### src/port_io_pkg.sv
/*
  Package for the port I/O configuration and edge-flag block: register
  addresses, reset values, bit positions and the carrier structs.
  Assumes an 8-bit SFR-style register port driven by the CPU core.
*/
package port_io_pkg;

  // ----------------------------------------------------------------
  // Register addresses
  // ----------------------------------------------------------------
  localparam logic [7:0] ADDR_PORT2_LATCH = 8'hA0;
  localparam logic [7:0] ADDR_PORT1_DRIVE_MODE = 8'hA5;
  localparam logic [7:0] ADDR_PORT2_DRIVE_MODE = 8'hA6;
  localparam logic [7:0] ADDR_PORT3_DRIVE_MODE = 8'hA7;
  localparam logic [7:0] ADDR_PORT1_EDGE_FLAGS = 8'hAD;
  localparam logic [7:0] ADDR_PORT3_LATCH = 8'hB0;

  // ----------------------------------------------------------------
  // Reset values and field layout
  // ----------------------------------------------------------------
  localparam logic [7:0] RST_PORT_LATCH = 8'hFF;
  localparam logic [7:0] RST_DRIVE_MODE = 8'h00;
  localparam logic [3:0] RST_EDGE_FLAGS = 4'h0;
  localparam int EDGE_FLAG_LSB = 4;
  localparam int EDGE_FLAG_MSB = 7;
  localparam logic [3:0] EDGE_UNUSED_READ = 4'h0;
  localparam logic [7:0] UNMAPPED_READ = 8'h00;

  // ----------------------------------------------------------------
  // Carriers
  // ----------------------------------------------------------------
  typedef struct packed {
    logic wr;
    logic rd;
    logic rmw;
    logic [7:0] addr;
    logic [7:0] wdata;
  } reg_req_s;

  typedef struct packed {
    logic [7:0] out;
    logic [7:0] oe;
  } pin_drive_s;

endpackage : port_io_pkg

### src/port_pin_driver.sv
/*
  One byte-wide output stage: turns a latch and drive-mode byte into
  pin output value and enable.  Assumes the pad resolves open-drain
  release with an external or weak pull-up.
*/
`timescale 1ns/1ps
`default_nettype none
module port_pin_driver
  import port_io_pkg::*;
#(
  parameter int WIDTH = 8
) (
  input wire logic [WIDTH-1:0] latch,
  input wire logic [WIDTH-1:0] push_pull,
  output logic [WIDTH-1:0] pin_out,
  output logic [WIDTH-1:0] pin_oe
);

  // ----------------------------------------------------------------
  // Output stage
  // ----------------------------------------------------------------
  // Low is always driven; high only in push-pull, else released
  assign pin_out = latch;
  assign pin_oe = ~latch | push_pull;

endmodule : port_pin_driver
`default_nettype wire

### src/edge_flag_detect.sv
/*
  Falling-edge detector with sticky pending flags.  Assumes the pin
  inputs are already synchronous to mclk.
*/
`timescale 1ns/1ps
`default_nettype none
module edge_flag_detect
  import port_io_pkg::*;
#(
  parameter int WIDTH = 4
) (
  input wire logic mclk,
  input wire logic rst_n,
  input wire logic [WIDTH-1:0] pin_in,
  input wire logic wr_en,
  input wire logic [WIDTH-1:0] wr_data,
  output logic [WIDTH-1:0] flags_q
);

  logic [WIDTH-1:0] prev_q;
  logic [WIDTH-1:0] fall;
  logic [WIDTH-1:0] flags_d;

  // ----------------------------------------------------------------
  // Previous sample, reset high so a pin low at reset counts as an edge
  // ----------------------------------------------------------------
  always_ff @(posedge mclk or negedge rst_n) begin
    if (!rst_n) begin
      prev_q <= '1;
    end else begin
      prev_q <= pin_in;
    end
  end

  assign fall = prev_q & ~pin_in;

  // Software may clear or set; a new edge wins over a clear
  always_comb begin
    flags_d = flags_q;
    if (wr_en) begin
      flags_d = wr_data;
    end
    flags_d = flags_d | fall;
  end

  // ----------------------------------------------------------------
  // Sticky flags
  // ----------------------------------------------------------------
  always_ff @(posedge mclk or negedge rst_n) begin
    if (!rst_n) begin
      flags_q <= RST_EDGE_FLAGS;
    end else begin
      flags_q <= flags_d;
    end
  end

endmodule : edge_flag_detect
`default_nettype wire

### src/port_io_config.sv
/*
  Port I/O drive configuration, port 2/3 latches with pin readback and
  port 1 falling-edge flags.  Assumes an SFR-style port: one-cycle write
  and read strobes with an 8-bit address, read data one cycle later.
  Crossbar routing lives outside; port 2 takes a per-pin override.
*/
`timescale 1ns/1ps
`default_nettype none
module port_io_config
  import port_io_pkg::*;
(
  input wire logic mclk,
  input wire logic rst_n,
  input wire reg_req_s req,
  input wire logic [7:0] port1_pin_in,
  input wire logic [7:0] port2_pin_in,
  input wire logic [7:0] port3_pin_in,
  input wire pin_drive_s port2_xbar_drive,
  input wire logic [7:0] port2_xbar_sel,
  input wire logic [7:0] port1_xbar_out,
  output logic [7:0] rdata_q,
  output logic rvalid_q,
  output logic [7:0] port1_pin_out_q,
  output logic [7:0] port1_pin_oe_q,
  output logic [7:0] port2_pin_out_q,
  output logic [7:0] port2_pin_oe_q,
  output logic [7:0] port3_pin_out_q,
  output logic [7:0] port3_pin_oe_q
);

  logic [7:0] port2_latch_q;
  logic [7:0] port3_latch_q;
  logic [7:0] port1_drive_mode_q;
  logic [7:0] port2_drive_mode_q;
  logic [7:0] port3_drive_mode_q;
  logic [3:0] edge_flags;
  logic edge_wr;
  logic [7:0] rdata_d;
  pin_drive_s p1_drv;
  pin_drive_s p2_drv;
  pin_drive_s p3_drv;
  pin_drive_s p2_mux;

  // ----------------------------------------------------------------
  // Register writes
  // ----------------------------------------------------------------
  // Drive-mode registers
  always_ff @(posedge mclk or negedge rst_n) begin
    if (!rst_n) begin
      port1_drive_mode_q <= RST_DRIVE_MODE;
      port2_drive_mode_q <= RST_DRIVE_MODE;
      port3_drive_mode_q <= RST_DRIVE_MODE;
    end else if (req.wr) begin
      case (req.addr)
        ADDR_PORT1_DRIVE_MODE: port1_drive_mode_q <= req.wdata;
        ADDR_PORT2_DRIVE_MODE: port2_drive_mode_q <= req.wdata;
        ADDR_PORT3_DRIVE_MODE: port3_drive_mode_q <= req.wdata;
        default: ;
      endcase
    end
  end

  // Data latches; the core supplies the modified latch value on RMW
  always_ff @(posedge mclk or negedge rst_n) begin
    if (!rst_n) begin
      port2_latch_q <= RST_PORT_LATCH;
      port3_latch_q <= RST_PORT_LATCH;
    end else if (req.wr) begin
      case (req.addr)
        ADDR_PORT2_LATCH: port2_latch_q <= req.wdata;
        ADDR_PORT3_LATCH: port3_latch_q <= req.wdata;
        default: ;
      endcase
    end
  end

  // ----------------------------------------------------------------
  // Edge flags on port 1 upper nibble
  // ----------------------------------------------------------------
  // Low nibble of the write is dropped: those bits do not exist
  assign edge_wr = req.wr && (req.addr == ADDR_PORT1_EDGE_FLAGS);

  edge_flag_detect #(
    .WIDTH(4)
  ) u_edge (
    .mclk(mclk),
    .rst_n(rst_n),
    .pin_in(port1_pin_in[EDGE_FLAG_MSB:EDGE_FLAG_LSB]),
    .wr_en(edge_wr),
    .wr_data(req.wdata[EDGE_FLAG_MSB:EDGE_FLAG_LSB]),
    .flags_q(edge_flags)
  );

  // ----------------------------------------------------------------
  // Read path
  // ----------------------------------------------------------------
  // Plain reads see the pins; RMW reads see the latch
  always_comb begin
    rdata_d = UNMAPPED_READ;
    case (req.addr)
      ADDR_PORT2_LATCH: rdata_d = req.rmw ? port2_latch_q : port2_pin_in;
      ADDR_PORT3_LATCH: rdata_d = req.rmw ? port3_latch_q : port3_pin_in;
      ADDR_PORT1_DRIVE_MODE: rdata_d = port1_drive_mode_q;
      ADDR_PORT2_DRIVE_MODE: rdata_d = port2_drive_mode_q;
      ADDR_PORT3_DRIVE_MODE: rdata_d = port3_drive_mode_q;
      ADDR_PORT1_EDGE_FLAGS: rdata_d = {edge_flags, EDGE_UNUSED_READ};
      default: rdata_d = UNMAPPED_READ;
    endcase
  end

  always_ff @(posedge mclk or negedge rst_n) begin
    if (!rst_n) begin
      rdata_q <= UNMAPPED_READ;
      rvalid_q <= 1'b0;
    end else begin
      rvalid_q <= req.rd;
      if (req.rd) begin
        rdata_q <= rdata_d;
      end
    end
  end

  // ----------------------------------------------------------------
  // Output stages
  // ----------------------------------------------------------------
  // Port 1 data comes from outside (crossbar / port 1 latch)
  port_pin_driver #(
    .WIDTH(8)
  ) u_drv1 (
    .latch(port1_xbar_out),
    .push_pull(port1_drive_mode_q),
    .pin_out(p1_drv.out),
    .pin_oe(p1_drv.oe)
  );

  port_pin_driver #(
    .WIDTH(8)
  ) u_drv2 (
    .latch(port2_latch_q),
    .push_pull(port2_drive_mode_q),
    .pin_out(p2_drv.out),
    .pin_oe(p2_drv.oe)
  );

  port_pin_driver #(
    .WIDTH(8)
  ) u_drv3 (
    .latch(port3_latch_q),
    .push_pull(port3_drive_mode_q),
    .pin_out(p3_drv.out),
    .pin_oe(p3_drv.oe)
  );

  // Crossbar takes pins it claims; the latch shows elsewhere
  assign p2_mux.out = (port2_xbar_sel & port2_xbar_drive.out) | (~port2_xbar_sel & p2_drv.out);
  assign p2_mux.oe = (port2_xbar_sel & port2_xbar_drive.oe) | (~port2_xbar_sel & p2_drv.oe);

  // Registered pads: one cycle after the register write
  always_ff @(posedge mclk or negedge rst_n) begin
    if (!rst_n) begin
      port1_pin_out_q <= RST_PORT_LATCH;
      port1_pin_oe_q <= 8'h00;
      port2_pin_out_q <= RST_PORT_LATCH;
      port2_pin_oe_q <= 8'h00;
      port3_pin_out_q <= RST_PORT_LATCH;
      port3_pin_oe_q <= 8'h00;
    end else begin
      port1_pin_out_q <= p1_drv.out;
      port1_pin_oe_q <= p1_drv.oe;
      port2_pin_out_q <= p2_mux.out;
      port2_pin_oe_q <= p2_mux.oe;
      port3_pin_out_q <= p3_drv.out;
      port3_pin_oe_q <= p3_drv.oe;
    end
  end

endmodule : port_io_config
`default_nettype wire

### config.mk
export PLATFORM = sky130hd
export DESIGN_NAME = port_io_config
export DESIGN_NICKNAME = d
export VERILOG_FILES = /design/src/port_io_pkg.sv /design/src/port_pin_driver.sv /design/src/edge_flag_detect.sv /design/src/port_io_config.sv
export SDC_FILE = /design/constraint.sdc
export NUM_CORES = 1
export LEC_CHECK = 0
export BUFFER_PORTS_ARGS = -buffer_cell sky130_fd_sc_hd__buf_2
export CAP_MARGIN = 20
export CORE_ASPECT_RATIO = 2
export CORE_UTILIZATION = 45
export CTS_CLUSTER_SIZE = 28
export DETAILED_ROUTE_END_ITERATION = 12
export PLACE_DENSITY = 0.75
export SLEW_MARGIN = 30
export SYNTH_ARGS = -nofsm -noshare
export SYNTH_HDL_FRONTEND = slang
export SYNTH_SLANG_ARGS = --single-unit
export TNS_END_PERCENT = 10
### constraint.sdc
create_clock -name mclk -period 1.1 [get_ports mclk]
set_clock_uncertainty 0.05 [all_clocks]
set_input_delay 0.055 -clock mclk [delete_from_list [all_inputs] [get_ports mclk]]
set_output_delay 0.055 -clock mclk [all_outputs]
set_load 0.01 [all_outputs]
# Yosys cells after proc, flatten, opt, wreduce, memory -nomap -nowiden
# Cells that the tools add are included.
classes:
  multipliers: 0
  bitwise: 16
  n_eq_ne: 6
  div: 0
  muxes: 4
  n_reduce_logical: 6
  n_shift: 0
  magnitude_cmp: 0
  add_sub_neg: 0
op_table:
  columns: ["cell", "n"]
  rows:
  - ["8-bit equality test, second input constant", 6]
  - ["8-bit one-hot mux with 6 select lines", 1]
  - ["8-bit OR", 5]
  - ["8-bit bitwise AND", 4]
  - ["8-bit inverter", 4]
  - ["8-bit 2-to-1 mux", 2]
  - ["2-bit AND reduction", 5]
  - ["4-bit bitwise AND", 1]
  - ["4-bit 2-to-1 mux", 1]
  - ["4-bit inverter", 1]
  - ["4-bit OR", 1]
  - ["1-bit logical AND", 1]
totals:
  regBits: 105
  latch_bits: 0
  mem_bits_ro: 0
  elab_cells: 47
  in_bits: 77
  ramBits: 0
  memories: 0
  output_inout_bits: 57

# Depth between registers and ports, before layout
# Gate-level depths: netlist of run 1.
depth:
  depth_word: 4
  depth_mapped: 6

# Cells and area by module
# A second synthesis of run 1 with hierarchy kept.
hier_totals:
  hier_cells: 320
  hier_area_um2: 4483.0
modules_own_cells:
  columns: ["mod", "n_inst", "cells_per_inst", "area_each_um2", "seq_area_each_um2"]
  rows:
  - ["port_io_config", 1, 251, 3861.2, 2477.4]
  - ["port_pin_driver", 3, 16, 110.1, 0.0]
  - ["edge_flag_detect", 1, 21, 291.5, 205.2]

# Least setup slack after synthesis of run 1
# OpenSTA, ideal clock, no wires.
synth_path:
  path_kind: "input to register"
  from: "in req[8] in the netlist's numbering"
  to: "reg port3_latch_q[0]"
  t_required_ns: 0.968
  slack_ns: -0.328
  arrival_time_ns: 1.296
  stages: 5
  setup_ns: 0.082
  cell_sequence: "buf_6 -> or4_4 -> nor2_8 -> nand2_8 -> mux2_4"
synth_between:
  elab_chain_len: 2
synth_lines:
  columns: ["element", "line", "text"]
  rows:
  - ["start, declared", "port_io_config.sv:14", "input wire reg_req_s req,"]
  - ["8-bit equality test", "port_io_config.sv:69", "case (req.addr)"]
  - ["2-bit AND reduction (no line)", null, null]
  - ["end signal, assigned", "port_io_config.sv:71", "ADDR_PORT3_LATCH: port3_latch_q <= req.wdata;"]
  - ["end, declared", "port_io_config.sv:32", "logic [7:0] port3_latch_q;"]
# Every way passes these cells.
# A chain may end at the register's enable or synchronous reset.

# Worst setup path in the final report of run 1
layout_path:
  from: "reg port2_drive_mode_q[3]"
  to: "reg rdata_q[3]"
layout_between:
  elab_chain_len: 1
layout_lines:
  columns: ["element", "line", "text"]
  rows:
  - ["start, declared", "port_io_config.sv:34", "logic [7:0] port2_drive_mode_q;"]
  - ["start signal, assigned", "port_io_config.sv:56", "ADDR_PORT2_DRIVE_MODE: port2_drive_mode_q <= req.wdata;"]
  - ["8-bit one-hot mux with 6 select lines", "port_io_config.sv:100", "case (req.addr)"]
  - ["end signal, assigned", "port_io_config.sv:118", "rdata_q <= rdata_d;"]
  - ["end, declared", "port_io_config.sv:21", "output logic [7:0] rdata_q,"]
# Every way passes these cells.

==> reports/qor.yml, run 1 <==
std_cell_rows: 50
drtAntennaViolNets: 0
post_drt_wl_per_cell_um: 17.4
worst_pin_slew_ns: 0.370
antenna_found_initial: 0
reg2reg_to: "rdata_q[3]$_DFFE_PN0P_"
drv_cap: 0
syn_area_um2: 4340
grt_max_degree: 40
grt_usage_pct: 23.1
drt-initial-drc-count: 171
worst_ep_required_time_ns: 1.26
reg2regPathDepth: 4
dr.pass1.iters: 4
mostFrequentLayoutCell: "buf_2"
stdcell_area_um2: 6550
routabilityCongestion: 0.865
cts-root-buf: "clkbuf_16"
violations: "negative setup slack"
cp-end-kind: "flop"
fmax_ghz: 0.802
setup_viol: 18
syn_inst: 304
drcViolationCount: 0
finalNonFillerCells: 650
finalSetupTns_ns: -0.731
crit_fanout: 2
whs_endpoint: "u_edge.flags_q[3]$_DFF_PN0_"
fp.dieH_um: 141
synth_cell_type_count: 35
layout.nets: 618
final-hold-violation-count: 0
core-area_um2: 9380
r2r_slack_ns: -0.15
routed_via_density: 5.21
p_leak_nw: 3.16
ir_worst_vdd_mv: 1.32
crit_path_start_kind: "flop"
most-common-layout-cells: "105 x buf_2, 61 x dfrtp_1, 59 x buf_4"
diodes: 0
grt_pass1_wl_mm: 17.4
drv_slew: 0
top_level_ports: 134
hold_path_class: "input port to flop"
r2r-start: "port2_drive_mode_q[3]$_DFFE_PN0P_"
drive_above_1_share_pct: 58.8
status: "finished with violations"
die_area_um2: 10100
cellPowerDensity_nw_per_um2: 1340
fin_util_pct: 69.8
cts_buffers: 9
cts.clk_slew.worst_paths_ns: 0.07
grt_overflow_total: 0
dp_cells: 588
clockBufferDepth: 2
final.fill_count: 645
yosysWarnings: 0
areaGrowthSynthToFinish_pct: 50.9
rsz0062_at_grt: "yes"
postRouteWirelength_mm: 11.3
die_x_um: 71.4
grt_pass1_vias: 3578
clock_sinks: 105
cts_tree: "done"
crit_type: "flop to flop"
crit_arrival_ns: 1.41
hold_start: "req[7]"
min_period_ns: 1.25
h-tree-depth: 3
ys_ff_latch: 105
insertion_delay_ns: 0.35
port_buffers: 129
ys_seq_area_share_pct: 61.8
pre_cts_slack_ns: -0.361
syn-num-nets: 381
min_period_over_period_pct: 113
dpl_cell_area_um2: 5570
worst_hold_path.num_cells: 3
vias: 3384
maxSlewHeadroom_pct: 75.4
dp_hpwl_mm: 7.96
fin_ws_ns: -0.146
avgSynthCellArea_um2: 14.3
initial_utilization_pct: 46.2
[routing by layer]
| layer | GRT usage, % | vias up | routed length (um) |
|---|---|---|---|
| li1 | - | 1570 | - |
| met3 | 4.43 | 23 | 422 |
| met5 | 0 | - | 0 |
| met4 | 11.9 | 0 | 356 |
| met2 | 42.9 | 112 | 6470 |
| met1 | 24.0 | 1679 | 4040 |
[synth_stat cells (all sizes together)]
cell	n	area, um^2
a21oi	12	60.1
a22o	4	35.0
a22oi	8	60.1
a31oi	4	25.0
and2	2	12.5
and4bb	1	12.5
buf	7	42.5
clkbuf	3	11.3
dfrtp	61	1530
dfstp	44	1160
inv	12	45.0
mux2	55	649
mux2i	21	210
nand2	5	35.0
nand2b	16	100
nand3	2	10.0
nand4	3	25.0
nand4b	1	8.76
nand4bb	1	11.3
nor2	9	50.1
nor2b	4	25.0
nor3b	9	67.6
nor4	1	21.3
nor4bb	1	10.0
o21ai	5	25.0
o22ai	5	31.3
o2bb2ai	7	61.3
or4	1	11.3
[critical path: stages (launching register included)]
cell	delay, ns
dfrtp_1	0.38
mux2_2	0.27
a22o_1	0.18
a22oi_1	0.15
a21oi_1	0.09
[per-stage QoR]
stage                     hold slack [ns]  power, W
after floorplan                    -0.291   0.00462
after global placement            -0.0651   0.00516
after detailed placement          -0.0568   0.00520
after CTS                         0.00836   0.00878
after global routing               0.0109   0.00909
final                             0.00173   0.00877
[layout make-up]
class / count / area [um^2] / share of cell area, %
Tap cell: 104 / 130 / 1.99
Clock buffer: 9 / 225 / 3.44
Timing Repair Buffer: 236 / 1750 / 26.7
Sequential cell: 105 / 2680 / 41.0
Inverter: 12 / 45.0 / 0.688
Multi-Input combinational cell: 177 / 1620 / 24.7
Clock inverter: 7 / 100 / 1.53
[power by group]
group	internal [W]	switching (W)	leakage, nW
logic	0.000632	0.000500	1.81
registers	0.00411	0.0000939	1.18
clock network	0.00201	0.00142	0.160
total	0.00675	0.00202	3.16
[registers in the layout, summed over array words and instances, names as in the netlist]
| register | cells |
|---|---|
| port3_latch_q | 8 |
| u_edge.flags_q | 4 |
| port1_drive_mode_q | 8 |
| port2_drive_mode_q | 8 |
| port1_pin_oe_q | 8 |
| port3_pin_out_q | 8 |
| rvalid_q | 1 |
| port2_latch_q | 8 |
| port1_pin_out_q | 8 |
| port2_pin_out_q | 8 |
| port2_pin_oe_q | 8 |
| u_edge.prev_q | 4 |
| rdata_q | 8 |
| port3_pin_oe_q | 8 |
| port3_drive_mode_q | 8 |
[logic make-up (layout without fill, tap and decap cells)]
family	Yosys count	after routing	synth area share [%]
flip-flops	105	105	61.8
multiplexers	76	76	19.8
AND/OR/NAND/NOR	56	56	9.23
buffers and inverters	22	264	2.28
AO/OA/AOI/OAI	45	45	6.86
[worst max path at each step]
stage / from / to / slack [ns] / cells past startpoint
2_1_floorplan: req[12] / port3_drive_mode_q[0]$_DFFE_PN0P_ / -0.20 / 4
3_3_place_gp: req[12] / port3_drive_mode_q[4]$_DFFE_PN0P_ / -0.35 / 6
3_5_place_dp: req[12] / port3_drive_mode_q[4]$_DFFE_PN0P_ / -0.36 / 6
4_1_cts: port2_drive_mode_q[3]$_DFFE_PN0P_ / rdata_q[3]$_DFFE_PN0P_ / -0.16 / 4
5_1_grt: port2_drive_mode_q[3]$_DFFE_PN0P_ / rdata_q[3]$_DFFE_PN0P_ / -0.17 / 4
6_report: port2_drive_mode_q[3]$_DFFE_PN0P_ / rdata_q[3]$_DFFE_PN0P_ / -0.15 / 4
[what timing repair did]
item / in CTS / in global routing
pin swaps: 4 / 2
endpoints found under the hold margin: 141 / 0
setup buffers: 0 / 1
endpoints found under the setup margin: 13 / 51
hold buffers: 45 / 0
resized for setup: 7 / 27
No activity file was read; power rests on OpenSTA's default activity.
==> run 2, diff against run 1 <==
SYNTH_HIERARCHICAL = 1   (was unset)
==> reports/qor.yml, run 2 <==
status: "finished with violations"
violations: "negative setup slack"
synthArstFlopShare_pct: 100
cts_tree: "done"
drv_slew: 0
r2r_slack_ns: -0.05
min_period_over_period_pct: 104
cts.clk_slew.worst_paths_ns: 0.06
worst_pin_slew_ns: 0.290
diodes: 0
multiInputGateArea_um2: 1540
core-area_um2: 9700
cp-end-kind: "flop"
port_buffers: 129
synthFlopType: "dfrtp_1"
synth_cell_type_count: 32
synth_edf_count: 0
syn_area_um2: 4480
cts-root-buf: "clkbuf_16"
syn-num-nets: 397
dp_hpwl_mm: 7.94
routabilityCongestion: 0.896
yosysWarnings: 6
antenna_found_initial: 0
synth.most_common_cell: "dfrtp_1"
power.total_w: 0.00873
min_period_ns: 1.15
fin_ws_ns: -0.0464
vias: 3243
hold_path_class: "input port to flop"
finalSetupTns_ns: -0.0922
grt_pass1_vias: 3501
pre_cts_slack_ns: -0.398
grt_usage_pct: 22.4
drive_above_1_share_pct: 59.4
syn_inst: 320
finalNonFillerCells: 661
ir_worst_vdd_mv: 1.04
die_x_um: 72.6
rsz0062_at_grt: "yes"
drcViolationCount: 0
drtAntennaViolNets: 0
fin_util_pct: 65.1
setup_viol: 3
dp_cells: 595
worst_ep_required_time_ns: 1.30
grt_overflow_total: 0
crit_arrival_ns: 1.35
mostFrequentLayoutCell: "buf_2"
cellPowerDensity_nw_per_um2: 1380
routed_via_density: 4.91
insertion_delay_ns: 0.34
crit_type: "flop to flop"
fp.dieH_um: 143
crit_path_start_kind: "flop"
clock_sinks: 105
avgSynthCellArea_um2: 14.0
final.fill_count: 733
final-hold-violation-count: 0
synthTopCellsByCount: "61 x dfrtp_1, 60 x mux2_2, 44 x dfstp_2"
post_drt_wl_per_cell_um: 16.8
layout.nets: 601
grt_pass1_wl_mm: 17.0
worst_hold_path.num_cells: 3
h-tree-depth: 3
drt-initial-drc-count: 194
areaGrowthSynthToFinish_pct: 40.9
synth_top_area_cell: "dfrtp_1"
synth_top_area_share_pct: 34.0
initial_utilization_pct: 46.2
reg2reg_to: "rdata_q[3]$_DFFE_PN0P_"
whs_endpoint: "rdata_q[5]$_DFFE_PN0P_"
ys_ff_latch: 105
most-common-layout-cells: "128 x buf_2, 61 x dfrtp_1, 60 x mux2_2"
crit_fanout: 4
dr.pass1.iters: 4
seq_area_um2: 2680
hold_start: "port3_pin_in[5]"
cts_buffers: 9
std_cell_rows: 51
postRouteWirelength_mm: 11.1
synth_area_leaders: "dfrtp_1 34%, dfstp_2 26%, mux2_2 15%"
maxSlewHeadroom_pct: 80.7
die_area_um2: 10400
ys_seq_area_share_pct: 59.8
clockBufferDepth: 2
grt_max_degree: 41
top_level_ports: 134
r2r-start: "port2_latch_q[3]$_DFFE_PN1P_"
fmax_ghz: 0.872
p_leak_nw: 2.94
drv_cap: 0
reg2regPathDepth: 4
run 2: cell count changes after synthesis, moves of 5 or more:
cell / change
mux2_2: +13
a21oi_1: -12
nor3b_1: -9
mux2_4: -8
nand3_1: +5
nor2_1: -8
inv_1: +5
buf_4: +24
o221ai_1: +8
nand2b_1: +8
run 2: power breakdown:
part	leakage, nW	switching, W	internal (W)	total [W]
Combinational	1.59	0.000444	0.000548	0.000992
Sequential	1.19	0.0000853	0.00409	0.00418
Clock	0.162	0.00135	0.00222	0.00356
run 2: cell families (layout without fill, tap and decap cells):
family	count (synthesis)	in the layout	share of synthesized area, %
flops	105	105	59.8
mux	84	84	20.4
buf+inv	50	259	6.75
simple gates	49	49	7.95
compound gates	32	32	5.02
run 2: routing by layer:
| layer | global-route usage (%) | part of all wire, % | vias to the layer above |
|---|---|---|---|
| met5 | 0 | 0 | - |
| met4 | 11.2 | 3.0 | 0 |
| met3 | 3.74 | 3.8 | 24 |
| met2 | 42.8 | 58 | 119 |
| met1 | 22.3 | 35 | 1587 |
| li1 | - | - | 1513 |
run 2: worst max-delay path, cell delays in order (launching register included):
cell and delay, ns:
dfstp_2 0.57, mux2i_2 0.09, o22ai_1 0.15, nand3_1 0.12
o221ai_2 0.08
run 2: how the worst max path moves through the flow:
stage	startpoint	endpoint	slack, ns
final	port2_latch_q[3]$_DFFE_PN1P_	rdata_q[3]$_DFFE_PN0P_	-0.05
after global routing	port2_latch_q[3]$_DFFE_PN1P_	rdata_q[3]$_DFFE_PN0P_	-0.09
after CTS	port3_drive_mode_q[3]$_DFFE_PN0P_	rdata_q[3]$_DFFE_PN0P_	-0.02
after detailed placement	req[8]	port2_drive_mode_q[7]$_DFFE_PN0P_	-0.40
after global placement	req[8]	port2_drive_mode_q[7]$_DFFE_PN0P_	-0.40
after floorplan	req[14]	u_edge/flags_q[0]$_DFF_PN0_	-0.21
run 2: metrics by stage:
stage               hold slack, ns  area [um^2]
global placement           -0.0931         5450
global route                0.0343         6320
CTS                         0.0119         6300
detailed placement         -0.0901         5450
floorplan                   -0.291         4490
finish                     0.00769         6320
run 2: layout make-up:
| class | instances | share of cell area [%] |
|---|---|---|
| well taps | 132 | 2.61 |
| clock buffers | 10 | 3.62 |
| multi-input cells | 165 | 24.3 |
| flip-flops and latches | 105 | 42.5 |
| clock inverters | 6 | 1.70 |
| inverters | 17 | 1.01 |
| repair buffers | 226 | 24.3 |
run 2: what timing repair did:
action	4_1_cts	5_1_grt
resized for setup	8	4
gates cloned	0	0
buffers inserted	2	0
setup endpoints to repair	17	29
hold endpoints to repair	142	0
pin swaps	2	0
hold buffers	48	0
==> run 3, diff against run 2 <==
--- a/constraint.sdc
+++ b/constraint.sdc
@@ -3,3 +3,3 @@
 set_input_delay 0.055 -clock mclk [delete_from_list [all_inputs] [get_ports mclk]]
 set_output_delay 0.055 -clock mclk [all_outputs]
-set_load 0.01 [all_outputs]
+set_load 0.02 [all_outputs]
==> reports/qor.yml, run 3 (synthesis results as in run 2) <==
dr.pass1.iters: 4
worst_ep_required_time_ns: 1.31
pre_cts_slack_ns: -0.398
drt-initial-drc-count: 193
final.fill_count: 709
min_period_ns: 1.15
worst_pin_slew_ns: 0.285
fp.dieH_um: 143
power.total_w: 0.00891
hold_ws_ns: 0.00949
fin_ws_ns: -0.0514
cellPowerDensity_nw_per_um2: 1370
met3_usage_pct: 3.46
grt_max_degree: 41
grt_pass1_vias: 3462
hold_path_class: "input port to flop"
die_area_um2: 10400
std_cell_rows: 51
drtAntennaViolNets: 0
drive_above_1_share_pct: 59.6
setup_viol: 4
grtUsageMet2_pct: 42.2
drcViolationCount: 0
finalSetupTns_ns: -0.108
drv_cap: 0
multiInputGateArea_um2: 1540
post_drt_wl_per_cell_um: 17.0
rsz0062_at_grt: "yes"
cts-root-buf: "clkbuf_16"
antenna_found_initial: 0
crit_fanout: 4
port_buffers: 129
final-hold-violation-count: 0
grt_pass1_wl_mm: 16.9
crit_arrival_ns: 1.36
vias: 3260
violations: "negative setup slack"
max_stage_delay_ns: 0.57
cts_tree: "done"
initial_utilization_pct: 46.2
routabilityCongestion: 0.896
fin_util_pct: 66.8
areaGrowthSynthToFinish_pct: 44.6
layout.nets: 602
min_period_over_period_pct: 105
seq_area_um2: 2680
p_leak_nw: 2.98
fmax_ghz: 0.869
cts_buffers: 9
clock_sinks: 105
cp-end-kind: "flop"
top_level_ports: 134
postRouteWirelength_mm: 11.2
dp_hpwl_mm: 7.94
die_x_um: 72.6
slowest_stage: "dfstp_2"
ir_worst_vdd_mv: 1.04
routed_via_density: 4.92
drv_slew: 0
crit_type: "flop to flop"
grt_overflow_total: 0
busiest_layer: "met2"
core-area_um2: 9700
diodes: 0
crit_chain: "mux2i_2, o22ai_1, nand3_1, o221ai_2"
maxSlewHeadroom_pct: 81.0
status: "finished with violations"
mostFrequentLayoutCell: "buf_2"
clockBufferDepth: 2
crit_path_start_kind: "flop"
insertion_delay_ns: 0.34
cts.clk_slew.worst_paths_ns: 0.07
h-tree-depth: 3
most-common-layout-cells: "104 x buf_2, 61 x dfrtp_1, 60 x mux2_2"
use_met1_pct: 22.6
grt_usage_pct: 22.3
run 3: cell type report:
type / count / share of cell area (%)
clock inverter: 6 / 1.66
inverter: 17 / 0.984
clock buffer: 10 / 3.53
sequential: 105 / 41.4
multi-input combinational: 165 / 23.8
timing repair buffer: 227 / 26.1
tap: 132 / 2.55
run 3: worst paths after layout:
kind / start / depth (start not counted) / slack, ns / to
worst max-delay path: port2_latch_q[3]$_DFFE_PN1P_ / 4 / -0.05 / rdata_q[3]$_DFFE_PN0P_
worst min-delay path: port3_pin_in[6] / 3 / 0.009 / rdata_q[6]$_DFFE_PN0P_
worst max register to register: port2_latch_q[3]$_DFFE_PN1P_ / 4 / -0.05 / rdata_q[3]$_DFFE_PN0P_
worst min register to register: port3_latch_q[7]$_DFFE_PN1P_ / 0 / 0.33 / port3_pin_out_q[7]$_DFF_PN1_
max in group asynchronous: rst_n / 3 / 0.35 / port3_latch_q[7]$_DFFE_PN1P_
min in group asynchronous: rst_n / 2 / 0.09 / port3_pin_oe_q[5]$_DFF_PN0_
run 3: metrics by stage:
step	cell area (um^2)	cells
global placement	5450	595
global route	6480	662
finish	6480	662
detailed placement	5450	595
floorplan	4490	320
CTS	6420	662
run 3: metal layers:
layer	part of all wire, %	up-vias	wire length (um)
met4	3.8	0	428
met2	58	116	6510
met1	35	1598	3900
li1	-	1513	-
met3	3.6	33	401
met5	0	-	0
run 3: report_power, final:
| group | switching [W] | internal, W | leakage, nW | total, W |
|---|---|---|---|---|
| combinational | 0.000518 | 0.000605 | 1.62 | 0.00112 |
| clock | 0.00138 | 0.00222 | 0.162 | 0.00359 |
| sequential | 0.0000968 | 0.00409 | 1.19 | 0.00419 |
| total | 0.00199 | 0.00691 | 2.98 | 0.00891 |
run 3: worst max-delay path: cells and delay by family (launching register included):
family / cells / cell delay, ns
multiplexers: 1 / 0.09
flip-flops: 1 / 0.57
AO/OA/AOI/OAI: 2 / 0.24
AND/OR/NAND/NOR: 1 / 0.12
run 3: timing repair:
item,4_1_cts,5_1_grt
hold endpoints to repair,142,0
pin swaps,4,3
buffers inserted,3,0
setup endpoints to repair,41,37
hold buffers,48,0
gates cloned,0,0
gates resized for setup,44,18
